==> src/core/i2csp_cfg.svh <==
`ifndef I2CSP_CFG_SVH
`define I2CSP_CFG_SVH
// register indices on the plain port
`define I2CSP_OFS_CTRL    3'h0
`define I2CSP_OFS_STAT    3'h1
`define I2CSP_OFS_BUF     3'h2
`define I2CSP_OFS_ADDR    3'h3
`define I2CSP_OFS_IRQF    3'h4
`define I2CSP_OFS_IRQE    3'h5
`define I2CSP_OFS_MASK    3'h6
// control field positions
`define I2CSP_CTRL_WRITE_COLLISION   7
`define I2CSP_CTRL_OV     6
`define I2CSP_CTRL_EN     5
`define I2CSP_CTRL_CKP    4
// status field positions
`define I2CSP_STAT_DA     5
`define I2CSP_STAT_P      4
`define I2CSP_STAT_S      3
`define I2CSP_STAT_RW     2
`define I2CSP_STAT_UA     1
`define I2CSP_STAT_BF     0
// flag/enable bit for the serial port
`define I2CSP_IRQ_SER     3
// reset values
`define I2CSP_RST_CTRL    8'h00
`define I2CSP_RST_STAT    8'h00
`define I2CSP_RST_IRQ     8'h00
`define I2CSP_RST_ADDR    8'h00
`define I2CSP_RST_MASK    8'hFF
// 10-bit header prefix
`define I2CSP_HDR10       5'h1E
// mode codes
`define I2CSP_M_S7        4'h6
`define I2CSP_M_S10       4'h7
`define I2CSP_M_MST       4'h8
`define I2CSP_M_FW        4'hB
`define I2CSP_M_S7SP      4'hE
`define I2CSP_M_S10SP     4'hF
`endif

==> src/core/i2csp_pkg.sv <==
package i2csp_pkg;
  typedef enum logic [2:0] {
    I2CSP_IDLE = 3'b000,
    I2CSP_RXB  = 3'b001,
    I2CSP_ACK  = 3'b010,
    I2CSP_TXB  = 3'b011,
    I2CSP_MACK = 3'b100,
    I2CSP_SKIP = 3'b101
  } i2csp_state_e;

  typedef struct packed {
    logic       scl_i;
    logic       sda_i;
  } i2csp_pins_in_s;

  typedef struct packed {
    logic       scl_o;
    logic       scl_oe;
    logic       sda_o;
    logic       sda_oe;
  } i2csp_pins_out_s;

  typedef struct packed {
    logic       scl_q;
    logic       sda_q;
    logic       rise;
    logic       fall;
    logic       start;
    logic       stop;
  } i2csp_edge_s;
endpackage

==> src/core/i2csp_edges.sv <==
`timescale 1ns/1ps
module i2csp_edges
  import i2csp_pkg::*;
(
  input  wire logic           clk,
  input  wire logic           rst,
  input  i2csp_pins_in_s      pins,
  output i2csp_edge_s         ev
);
  typedef struct packed {
    logic scl;
    logic sda;
    logic prev_scl;
    logic prev_sda;
  } i2csp_eg_s;

  i2csp_eg_s st_q;
  i2csp_eg_s st_d;

  always_comb begin
    st_d          = st_q;
    st_d.prev_scl = st_q.scl;
    st_d.prev_sda = st_q.sda;
    st_d.scl      = pins.scl_i;
    st_d.sda      = pins.sda_i;
  end

  always_ff @(posedge clk) begin
    if (rst) begin
      st_q <= '{scl: 1'b1, sda: 1'b1, prev_scl: 1'b1, prev_sda: 1'b1};
    end else begin
      st_q <= st_d;
    end
  end

  // start/stop only while scl stays high
  always_comb begin
    ev.scl_q = st_q.scl;
    ev.sda_q = st_q.sda;
    ev.rise  = st_q.scl & ~st_q.prev_scl;
    ev.fall  = ~st_q.scl & st_q.prev_scl;
    ev.start = st_q.scl & st_q.prev_scl & st_q.prev_sda & ~st_q.sda;
    ev.stop  = st_q.scl & st_q.prev_scl & ~st_q.prev_sda & st_q.sda;
  end
endmodule

==> src/core/i2csp_top.sv <==
// Notes on behaviour
// - no serial function until enable bit set
// - pins driven only as open drain
// - mode field: 7/10-bit slaves; master and firmware codes leave the port idle
// - after start, shift eight bits on rise
// - compare shift bits 7:1 at eighth fall
// - match: load buffer, set full, ack, flag
// - auto ack and buffer load per byte
// - full or overflow: no ack, keep buffer, flag
// - buffer read clears full; overflow by software
// - 11110 prefix marks a 10-bit header
// - high byte: flag, full, update, hold scl
// - low byte: flag, full, update, hold scl
// - repeated-start header sets flag and full, no update; read also holds scl
// - direction bit copied to read/write status
// - flag raised for each byte that reaches the ack slot; skipped bytes raise none
// - read match: ack, hold scl till release
// - buffer write while held in transmit also loads shift register
// - transmit bits change on scl falling edges
// - transmit flag at ninth falling edge
// - master nack at ninth rise ends transfer
// - slave drives data itself when transmitting
`timescale 1ns/1ps
`include "i2csp_cfg.svh"
module i2csp_top
  import i2csp_pkg::*;
(
  input  wire logic           clk,
  input  wire logic           rst,
  input  wire logic [2:0]     addr,
  input  wire logic [7:0]     wdata,
  input  wire logic           wr,
  input  wire logic           rd,
  output logic      [7:0]     rdata,
  input  i2csp_pins_in_s      pins,
  output i2csp_pins_out_s     pins_out
);
  typedef struct packed {
    i2csp_state_e st;
    logic [7:0]   ctrl;
    logic [7:0]   stat;
    logic [7:0]   buf_r;
    logic [7:0]   sr;
    logic [7:0]   own;
    logic [7:0]   msk;
    logic [7:0]   irqf;
    logic [7:0]   irqe;
    logic [3:0]   bits;
    logic         do_ack;
    logic         tenbit;
    logic         hdr_seen;
    logic         low_ok;
    logic         low_rx;
    logic         tx_mode;
    logic         hold;
    logic         sda_lo;
    logic         scl_lo;
    logic [7:0]   rdata;
  } i2csp_st_s;

  i2csp_st_s   q;
  i2csp_st_s   d;
  i2csp_edge_s ev;

  i2csp_edges u_edges (
    .clk  (clk),
    .rst  (rst),
    .pins (pins),
    .ev   (ev)
  );

  function automatic logic mode_slave(input logic [3:0] m);
    mode_slave = (m == `I2CSP_M_S7) || (m == `I2CSP_M_S10) ||
                 (m == `I2CSP_M_S7SP) || (m == `I2CSP_M_S10SP);
  endfunction

  function automatic logic mode_ten(input logic [3:0] m);
    mode_ten = (m == `I2CSP_M_S10) || (m == `I2CSP_M_S10SP);
  endfunction

  function automatic logic addr_eq(input logic [6:0] a, input logic [6:0] b,
                                   input logic [6:0] m);
    addr_eq = ((a ^ b) & m) == 7'h00;
  endfunction

  function automatic logic byte_eq(input logic [7:0] a, input logic [7:0] b,
                                   input logic [7:0] m);
    byte_eq = ((a ^ b) & m) == 8'h00;
  endfunction

  logic enabled;
  logic slave;
  logic full_or_ov;

  always_comb begin
    enabled    = q.ctrl[`I2CSP_CTRL_EN];
    slave      = enabled && mode_slave(q.ctrl[3:0]);
    full_or_ov = q.stat[`I2CSP_STAT_BF] | q.ctrl[`I2CSP_CTRL_OV];
  end

  always_comb begin
    d = q;
    d.rdata = 8'h00;
    // register port; reads answer one cycle later
    if (rd) begin
      unique case (addr)
        `I2CSP_OFS_CTRL: d.rdata = q.ctrl;
        `I2CSP_OFS_STAT: d.rdata = q.stat;
        `I2CSP_OFS_BUF: begin
          d.rdata = q.buf_r;
          d.stat[`I2CSP_STAT_BF] = 1'b0;
        end
        `I2CSP_OFS_ADDR: d.rdata = q.own;
        `I2CSP_OFS_IRQF: d.rdata = q.irqf;
        `I2CSP_OFS_IRQE: d.rdata = q.irqe;
        `I2CSP_OFS_MASK: d.rdata = q.msk;
        default: d.rdata = 8'h00;
      endcase
    end
    if (wr) begin
      unique case (addr)
        `I2CSP_OFS_CTRL: begin
          d.ctrl = wdata; // overflow only cleared here
          if (wdata[`I2CSP_CTRL_CKP]) begin
            d.hold = 1'b0;
          end
        end
        `I2CSP_OFS_BUF: begin
          if (q.tx_mode && q.st == I2CSP_TXB && q.bits == 4'h0 && q.hold) begin
            d.buf_r = wdata;
            d.sr    = wdata;
          end else if (q.tx_mode && q.hold) begin
            d.buf_r = wdata;
            d.sr    = wdata;
          end else if (q.st == I2CSP_TXB || q.st == I2CSP_MACK) begin
            // a write while bits are moving is dropped and flagged
            d.ctrl[`I2CSP_CTRL_WRITE_COLLISION] = 1'b1;
          end else begin
            d.buf_r = wdata;
          end
        end
        `I2CSP_OFS_ADDR: begin
          d.own = wdata;
          // a write while UA is set frees scl; software owns the match
          if (q.stat[`I2CSP_STAT_UA]) begin
            d.stat[`I2CSP_STAT_UA] = 1'b0;
            d.hold = 1'b0;
          end
        end
        `I2CSP_OFS_IRQF: d.irqf = wdata & 8'h7F;
        `I2CSP_OFS_IRQE: d.irqe = wdata & 8'h7F;
        `I2CSP_OFS_MASK: d.msk = wdata;
        default: d.rdata = d.rdata;
      endcase
    end

    if (!slave) begin
      // disabling drops any transfer in flight
      d.st = I2CSP_IDLE;
      d.hold = 1'b0;
      d.sda_lo = 1'b0;
      d.tx_mode = 1'b0;
      d.stat[`I2CSP_STAT_S] = 1'b0;
      d.stat[`I2CSP_STAT_P] = 1'b0;
    end else if (ev.start) begin
      d.st = I2CSP_RXB;
      d.bits = 4'h0;
      d.sda_lo = 1'b0;
      d.tx_mode = 1'b0;
      d.tenbit = 1'b0;
      d.stat[`I2CSP_STAT_S] = 1'b1;
      d.stat[`I2CSP_STAT_P] = 1'b0;
      d.stat[`I2CSP_STAT_DA] = 1'b0;
      if (q.ctrl[3:0] == `I2CSP_M_S7SP || q.ctrl[3:0] == `I2CSP_M_S10SP) begin
        d.irqf[`I2CSP_IRQ_SER] = 1'b1;
      end
    end else if (ev.stop) begin
      d.st = I2CSP_IDLE;
      d.sda_lo = 1'b0;
      d.hdr_seen = 1'b0;
      d.low_ok = 1'b0;
      d.stat[`I2CSP_STAT_P] = 1'b1;
      d.stat[`I2CSP_STAT_S] = 1'b0;
      if (q.ctrl[3:0] == `I2CSP_M_S7SP || q.ctrl[3:0] == `I2CSP_M_S10SP) begin
        d.irqf[`I2CSP_IRQ_SER] = 1'b1;
      end
    end else begin
      unique case (q.st)
        I2CSP_IDLE, I2CSP_SKIP: d.st = q.st;
        I2CSP_RXB: begin
          if (ev.rise) begin
            d.sr = {q.sr[6:0], ev.sda_q};
            d.bits = q.bits + 4'h1;
          end
          if (ev.fall && q.bits == 4'h8) begin
            d.st = I2CSP_ACK;
            d.do_ack = 1'b0;
            if (q.stat[`I2CSP_STAT_DA]) begin
              d.do_ack = !full_or_ov;
              if (full_or_ov) begin
                d.ctrl[`I2CSP_CTRL_OV] = 1'b1;
              end else begin
                d.buf_r = q.sr;
              end
            end else if (mode_ten(q.ctrl[3:0]) && q.hdr_seen &&
                         !q.low_ok) begin
              // low byte tested first, so one starting 11110 is not
              // mistaken for a header
              d.low_rx = 1'b1;
              if (byte_eq(q.sr, q.own, q.msk)) begin
                d.do_ack = !full_or_ov;
                d.tenbit = 1'b1;
                if (!full_or_ov) begin
                  d.buf_r = q.sr;
                end
              end else begin
                d.hdr_seen = 1'b0;
                d.st = I2CSP_SKIP;
              end
            end else if (mode_ten(q.ctrl[3:0]) &&
                         q.sr[7:3] == `I2CSP_HDR10) begin
              d.low_rx = 1'b0;
              if (q.sr[2:1] == q.own[2:1] && (!q.sr[0] || q.low_ok)) begin
                d.do_ack = !full_or_ov;
                d.tenbit = !q.sr[0];
                d.hdr_seen = 1'b1;
                d.stat[`I2CSP_STAT_RW] = q.sr[0];
                if (!full_or_ov) begin
                  d.buf_r = q.sr;
                end
              end else begin
                d.st = I2CSP_SKIP;
              end
            end else if (!mode_ten(q.ctrl[3:0]) &&
                         addr_eq(q.sr[7:1], q.own[7:1], q.msk[7:1])) begin
              d.do_ack = !full_or_ov;
              d.stat[`I2CSP_STAT_RW] = q.sr[0];
              if (!full_or_ov) begin
                d.buf_r = q.sr;
              end
            end else begin
              d.st = I2CSP_SKIP;
            end
            if (d.st == I2CSP_ACK) begin
              d.sda_lo = d.do_ack;
              if (!full_or_ov) begin
                d.stat[`I2CSP_STAT_BF] = 1'b1;
              end else begin
                d.ctrl[`I2CSP_CTRL_OV] = 1'b1;
              end
            end
          end
        end
        I2CSP_ACK: begin
          if (ev.fall) begin
            d.sda_lo = 1'b0;
            d.bits = 4'h0;
            d.irqf[`I2CSP_IRQ_SER] = 1'b1;
            d.st = I2CSP_RXB;
            if (q.stat[`I2CSP_STAT_DA]) begin
              d.st = I2CSP_RXB;
            end else if (q.tenbit && !q.low_ok && q.do_ack) begin
              d.stat[`I2CSP_STAT_UA] = 1'b1;
              d.hold = 1'b1;
              if (q.low_rx) begin
                d.low_ok = 1'b1;
                d.stat[`I2CSP_STAT_DA] = 1'b1;
              end
            end else if (q.stat[`I2CSP_STAT_RW] && q.do_ack) begin
              d.tx_mode = 1'b1;
              d.hold = 1'b1;
              d.st = I2CSP_TXB;
              d.stat[`I2CSP_STAT_DA] = 1'b1;
            end else if (q.do_ack) begin
              d.stat[`I2CSP_STAT_DA] = 1'b1;
            end else begin
              d.st = I2CSP_SKIP;
            end
            if (q.tx_mode) begin
              d.st = I2CSP_TXB;
            end
          end
        end
        I2CSP_TXB: begin
          // first bit goes out while scl is still held, so it has
          // settled long before the master raises scl again
          d.sda_lo = !q.sr[7];
          if (ev.fall && !q.hold) begin
            d.sr = {q.sr[6:0], 1'b1};
            d.bits = q.bits + 4'h1;
            if (q.bits == 4'h7) begin
              d.st = I2CSP_MACK;
              d.sda_lo = 1'b0;
            end
          end
        end
        I2CSP_MACK: begin
          d.sda_lo = 1'b0;
          if (ev.rise) begin
            d.do_ack = !ev.sda_q;
          end
          if (ev.fall) begin
            d.irqf[`I2CSP_IRQ_SER] = 1'b1;
            d.bits = 4'h0;
            if (q.do_ack) begin
              d.st = I2CSP_TXB;
              d.hold = 1'b1;
            end else begin
              d.st = I2CSP_IDLE;
              d.tx_mode = 1'b0;
            end
          end
        end
        default: d.st = I2CSP_IDLE;
      endcase
    end
    // scl held low only during its low phase; master waits
    d.scl_lo = slave && d.hold && !ev.scl_q;
  end

  always_ff @(posedge clk) begin
    if (rst) begin
      q <= '0;
      q.st <= I2CSP_IDLE;
      q.ctrl <= `I2CSP_RST_CTRL;
      q.stat <= `I2CSP_RST_STAT;
      q.own <= `I2CSP_RST_ADDR;
      q.msk <= `I2CSP_RST_MASK;
      q.irqf <= `I2CSP_RST_IRQ;
      q.irqe <= `I2CSP_RST_IRQ;
    end else begin
      q <= d;
    end
  end

  // open drain only: drive low or release
  always_comb begin
    rdata           = q.rdata;
    pins_out.scl_o  = 1'b0;
    pins_out.sda_o  = 1'b0;
    pins_out.scl_oe = q.scl_lo;
    pins_out.sda_oe = q.sda_lo;
  end
endmodule

==> config.mk <==
export PLATFORM = sky130hd
export DESIGN_NAME = i2csp_top
export DESIGN_NICKNAME = d
export VERILOG_FILES = /design/src/core/i2csp_pkg.sv /design/src/core/i2csp_edges.sv /design/src/core/i2csp_top.sv
export VERILOG_INCLUDE_DIRS = /design/src /design/src/core
export SDC_FILE = /design/constraint.sdc
export NUM_CORES = 1
export LEC_CHECK = 0
export ABC_AREA = 1
export BUFFER_PORTS_ARGS = -buffer_cell sky130_fd_sc_hd__buf_4
export CAP_MARGIN = 20
export CORE_UTILIZATION = 61
export CTS_CLUSTER_SIZE = 20
export DETAILED_ROUTE_END_ITERATION = 8
export GPL_TIMING_DRIVEN = 0
export HOLD_SLACK_MARGIN = 0.03
export PLACE_DENSITY = 0.8
export RECOVER_POWER = 50
export SETUP_SLACK_MARGIN = 0.4
export SLEW_MARGIN = 20
export SYNTH_ARGS = -nofsm -noshare
export SYNTH_HDL_FRONTEND = slang
export SYNTH_SLANG_ARGS = --single-unit
export TNS_END_PERCENT = 30
==> constraint.sdc <==
create_clock -name clk -period 1.8 [get_ports clk]
set_input_delay 0.27 -clock clk [delete_from_list [all_inputs] [get_ports clk]]
set_output_delay 0.27 -clock clk [all_outputs]
set_load 0.05 [all_outputs]
==> summary.md <==
| Metric | Value |
|---|---|
| Synth top cells by count | nand2_1 (141), inv_1 (89), dfxtp_1 (88), a21oi_1 (74), o21ai_0 (61) |
| Layout net count | 781 |
| RSZ-0062 raised after global routing | yes |
| Die X | 89.0 um |
| Via count | 5450 |
| Highest-delay cell along the critical path | dfxtp_4 |
| Reg2Reg Setup Slack | 0.07 ns |
| Number of synthesized flops with an enable pin | 0 |
| Max Buffers Root-to-Sink | 2 |
| Worst Hold Depth | 2 |
| Worst hold path class | input port to register |
| Hold Crit Start | pins[1] |
| Largest net degree at the start of global routing | 17 |
| Vias in the first global route | 4839 |
| Total Wirelength | 16800 um |
| Cells after synthesis | 675 |
| Yosys top cell by area | dfxtp_1 |
| Slew Viols, Final | 0 |
| Slew at the pin closest to its max-slew limit | 0.787 ns |
| Synth cell types | 43 |
| Filler cell count in the final layout | 457 |
| Cells on worst reg2reg path | 11 |
| Yosys reg bits | 88 |
| Core ar. | 7290 um2 |
| CP peak stage delay | 0.38 ns |
| Max-Cap Viols | 0 |
| Final setup viols | 0 |
| WP data required | 2.06 ns |
| Worst Path Buf+Inv | 2 |
| Post-Syn Area per Cell | 6.83 um2 |
| Post-synth ARST share | 0 |
| Crit Path Category | register to register |
| Synth top area share | 0.382 |
| Grt ovf | 0 |
| CTS tree | done |
| Number of iterations in the first detailed-routing pass | 6 |
| # H-tree levels | 3 |
| Die area | 7910 um2 |
| Max VDD drop | 0.000482 V |
| I/O pin count | 29 |
| Number of port buffers | 26 |
| Vias/cell | 6.29 |
| Period utilisation layout | 0.964 |
| GPL Wtd Cong | 0.969 |
| Slew Limit Headroom | 0.475 |
| Top area cells in the synthesized netlist | dfxtp_1 (38%), nand2_1 (11%), a21oi_1 (8.0%), inv_1 (7.2%), o21ai_0 (6.6%) |
| Die height | 89.0 um |
| Mapped Area | 4610 um2 |
| Top-count cell post-synth | nand2_1 |
| R2R Path Start | q[55] |
| Power Density | 655 nW/um2 |
| Post-synthesis sequential area ratio | 0.382 |
| Initial Util | 0.633 |
| Worst R2R End | pins_out[0] |
| P_leak | 2.53 nW |
| Fin. Hold Viols | 0 |
| Final Cell Area | 6110 um2 |
| Status | complete, no violations |
| Iteration-0 DRC Markers | 827 |
| Drt drc | 0 |
| Clock insertion delay at the later pin of the skew report | 0.37 ns |
| Fraction of layout cells with a size suffix above 1 | 0.317 |
| Hold Path Sink | u_edges.ev[5] |
| Final Skew | 0.0178 ns |
| Placed Area | 5040 um2 |
| Wire length per cell | 19.4 um |
| Highest Clock Rate | 0.576 GHz |
| Antenna viol nets, final | 0 |
| Synth warnings | 0 |
| WP data arrival | 2.00 ns |
| Site Rows | 31 |
| Final Util | 0.838 |
| Synth-to-Final Area Change | 32.4% |
| Crit path cell chain | inv_1, nand2_1, nand3_1, nand2_2, nor2_2, a21oi_4, buf_4, nand3_2, nand3_1, nor2_1, nor2_1 |
| Main synth FF type | dfxtp_1 |
| Clock Pin Slew Worst Setup and Hold Paths | 0.09 ns |
| Initial antenna violation count | 1 |
| DP HPWL | 10900 um |
| Clock Tree Root | clkbuf_8 |
| Max FO, Critical Path | 4 |
| Cell family with most CP delay | simple AND/OR/NAND/NOR gates |
| TritonCTS Buffers | 9 |
| Fin crit period | 1.73 ns |
| Placed Cells | 801 |
| GRT Total Usage | 0.419 |
| Fin cells | 867 |
| Setup crit end kind | register |
| Clock sink count | 88 |
| First-pass GRT wire length | 24300 um |
| Critical path launch point type | register |
-- metal layers --
layer,vias up,share of wire,GRT usage
li1,2414,-,-
met1,2481,0.38,0.567
met2,440,0.43,0.632
met3,115,0.13,0.0951
met4,0,0.063,0.211
met5,-,0,0
-- where the power goes --
group	total, mW	leakage [nW]	internal [mW]	switching (mW)
Sequential	2.00	0.727	1.97	0.0333
Clock	1.50	0.107	0.698	0.799
Combinational	0.504	1.70	0.171	0.332
Total	4.00	2.53	2.84	1.16
-- how the worst max path moves through the flow --
stage                  start           to  slack (ns)  cells past startpoint
2_1_floorplan          q[78]        q[64]        0.39                     11
3_3_place_gp         addr[2]  pins_out[2]       -0.22                      9
3_5_place_dp         addr[2]  pins_out[2]       -0.24                      9
4_1_cts        u_edges.ev[4]        q[20]        0.16                      7
5_1_grt              addr[0]     rdata[4]       -0.03                      8
6_report               q[55]  pins_out[0]        0.07                     11
-- cell usage in the layout, fill, tap and decap left out, types with 3 or more instances in the layout --
| cell type | instances |
|---|---|
| a41oi_1 | 3 |
| a211oi_2 | 3 |
| a21oi_2 | 5 |
| nor2_4 | 19 |
| o21ai_1 | 4 |
| nand3_2 | 13 |
| clkbuf_1 | 24 |
| nand4_1 | 8 |
| buf_4 | 65 |
| inv_4 | 9 |
| a21oi_4 | 4 |
| a31oi_1 | 6 |
| or2_2 | 3 |
| o22ai_1 | 13 |
| nand2_4 | 9 |
| nand2_2 | 19 |
| a21oi_1 | 67 |
| nand3_1 | 19 |
| nand3_4 | 6 |
| inv_6 | 3 |
| nor2_1 | 39 |
| buf_12 | 4 |
| a221oi_1 | 4 |
| nor3_1 | 6 |
| nor2_2 | 8 |
| dfxtp_2 | 9 |
| o211ai_1 | 7 |
| clkbuf_8 | 10 |
| inv_2 | 13 |
| o21ai_0 | 55 |
| nand2_1 | 122 |
| clkinv_4 | 3 |
| buf_6 | 8 |
| inv_1 | 72 |
| dfxtp_4 | 14 |
| dfxtp_1 | 65 |
-- sequential cells by signal (all words and copies together) (netlist names) --
signal and cells:
enabled 1, rdata 8, q 73, u_edges.ev 2, u_edges.st_q 2, pins_out 2
-- cells by family (layout without fill, tap and decap cells) --
| group | after synthesis | in the layout | share of synthesized area |
|---|---|---|---|
| compound gates | 182 | 182 | 0.226 |
| simple gates | 278 | 278 | 0.271 |
| fa+ha+maj | 2 | 2 | 0.00542 |
| buf+inv | 124 | 215 | 0.115 |
| flops | 88 | 88 | 0.382 |
| other cells | 1 | 3 | 0.000813 |
-- timing repair --
item,CTS,global route
endpoints found under the setup margin,51,63
resized for setup,71,78
buffers inserted,26,21
cloned,2,0
pin swaps,37,41
hold buffers,0,0
-- stage by stage --
stage | power (mW) | setup TNS [ns] | hold WS [ns] | setup slack [ns]
after floorplan | 2.30 | 0 | 0.373 | 0.387
after global placement | 2.43 | -1.10 | 0.446 | -0.224
after detailed placement | 2.44 | -1.43 | 0.456 | -0.236
after CTS | 3.92 | 0 | 0.0859 | 0.163
after global routing | 4.10 | -0.0399 | 0.0881 | -0.0308
final | 4.00 | 0 | 0.0880 | 0.0651
-- cell type report --
type | count | area [um2] | area share
multi-input combinational | 464 | 2800 | 0.458
sequential | 88 | 1830 | 0.299
timing repair buffer | 75 | 591 | 0.0967
clock buffer | 10 | 138 | 0.0225
inverter | 96 | 388 | 0.0635
buffer | 28 | 168 | 0.0275
tap | 99 | 124 | 0.0203
clock inverter | 6 | 73.8 | 0.0121
antenna | 1 | 2.50 | 0.000410
Note: power is estimated with default switching activity, not from simulation.
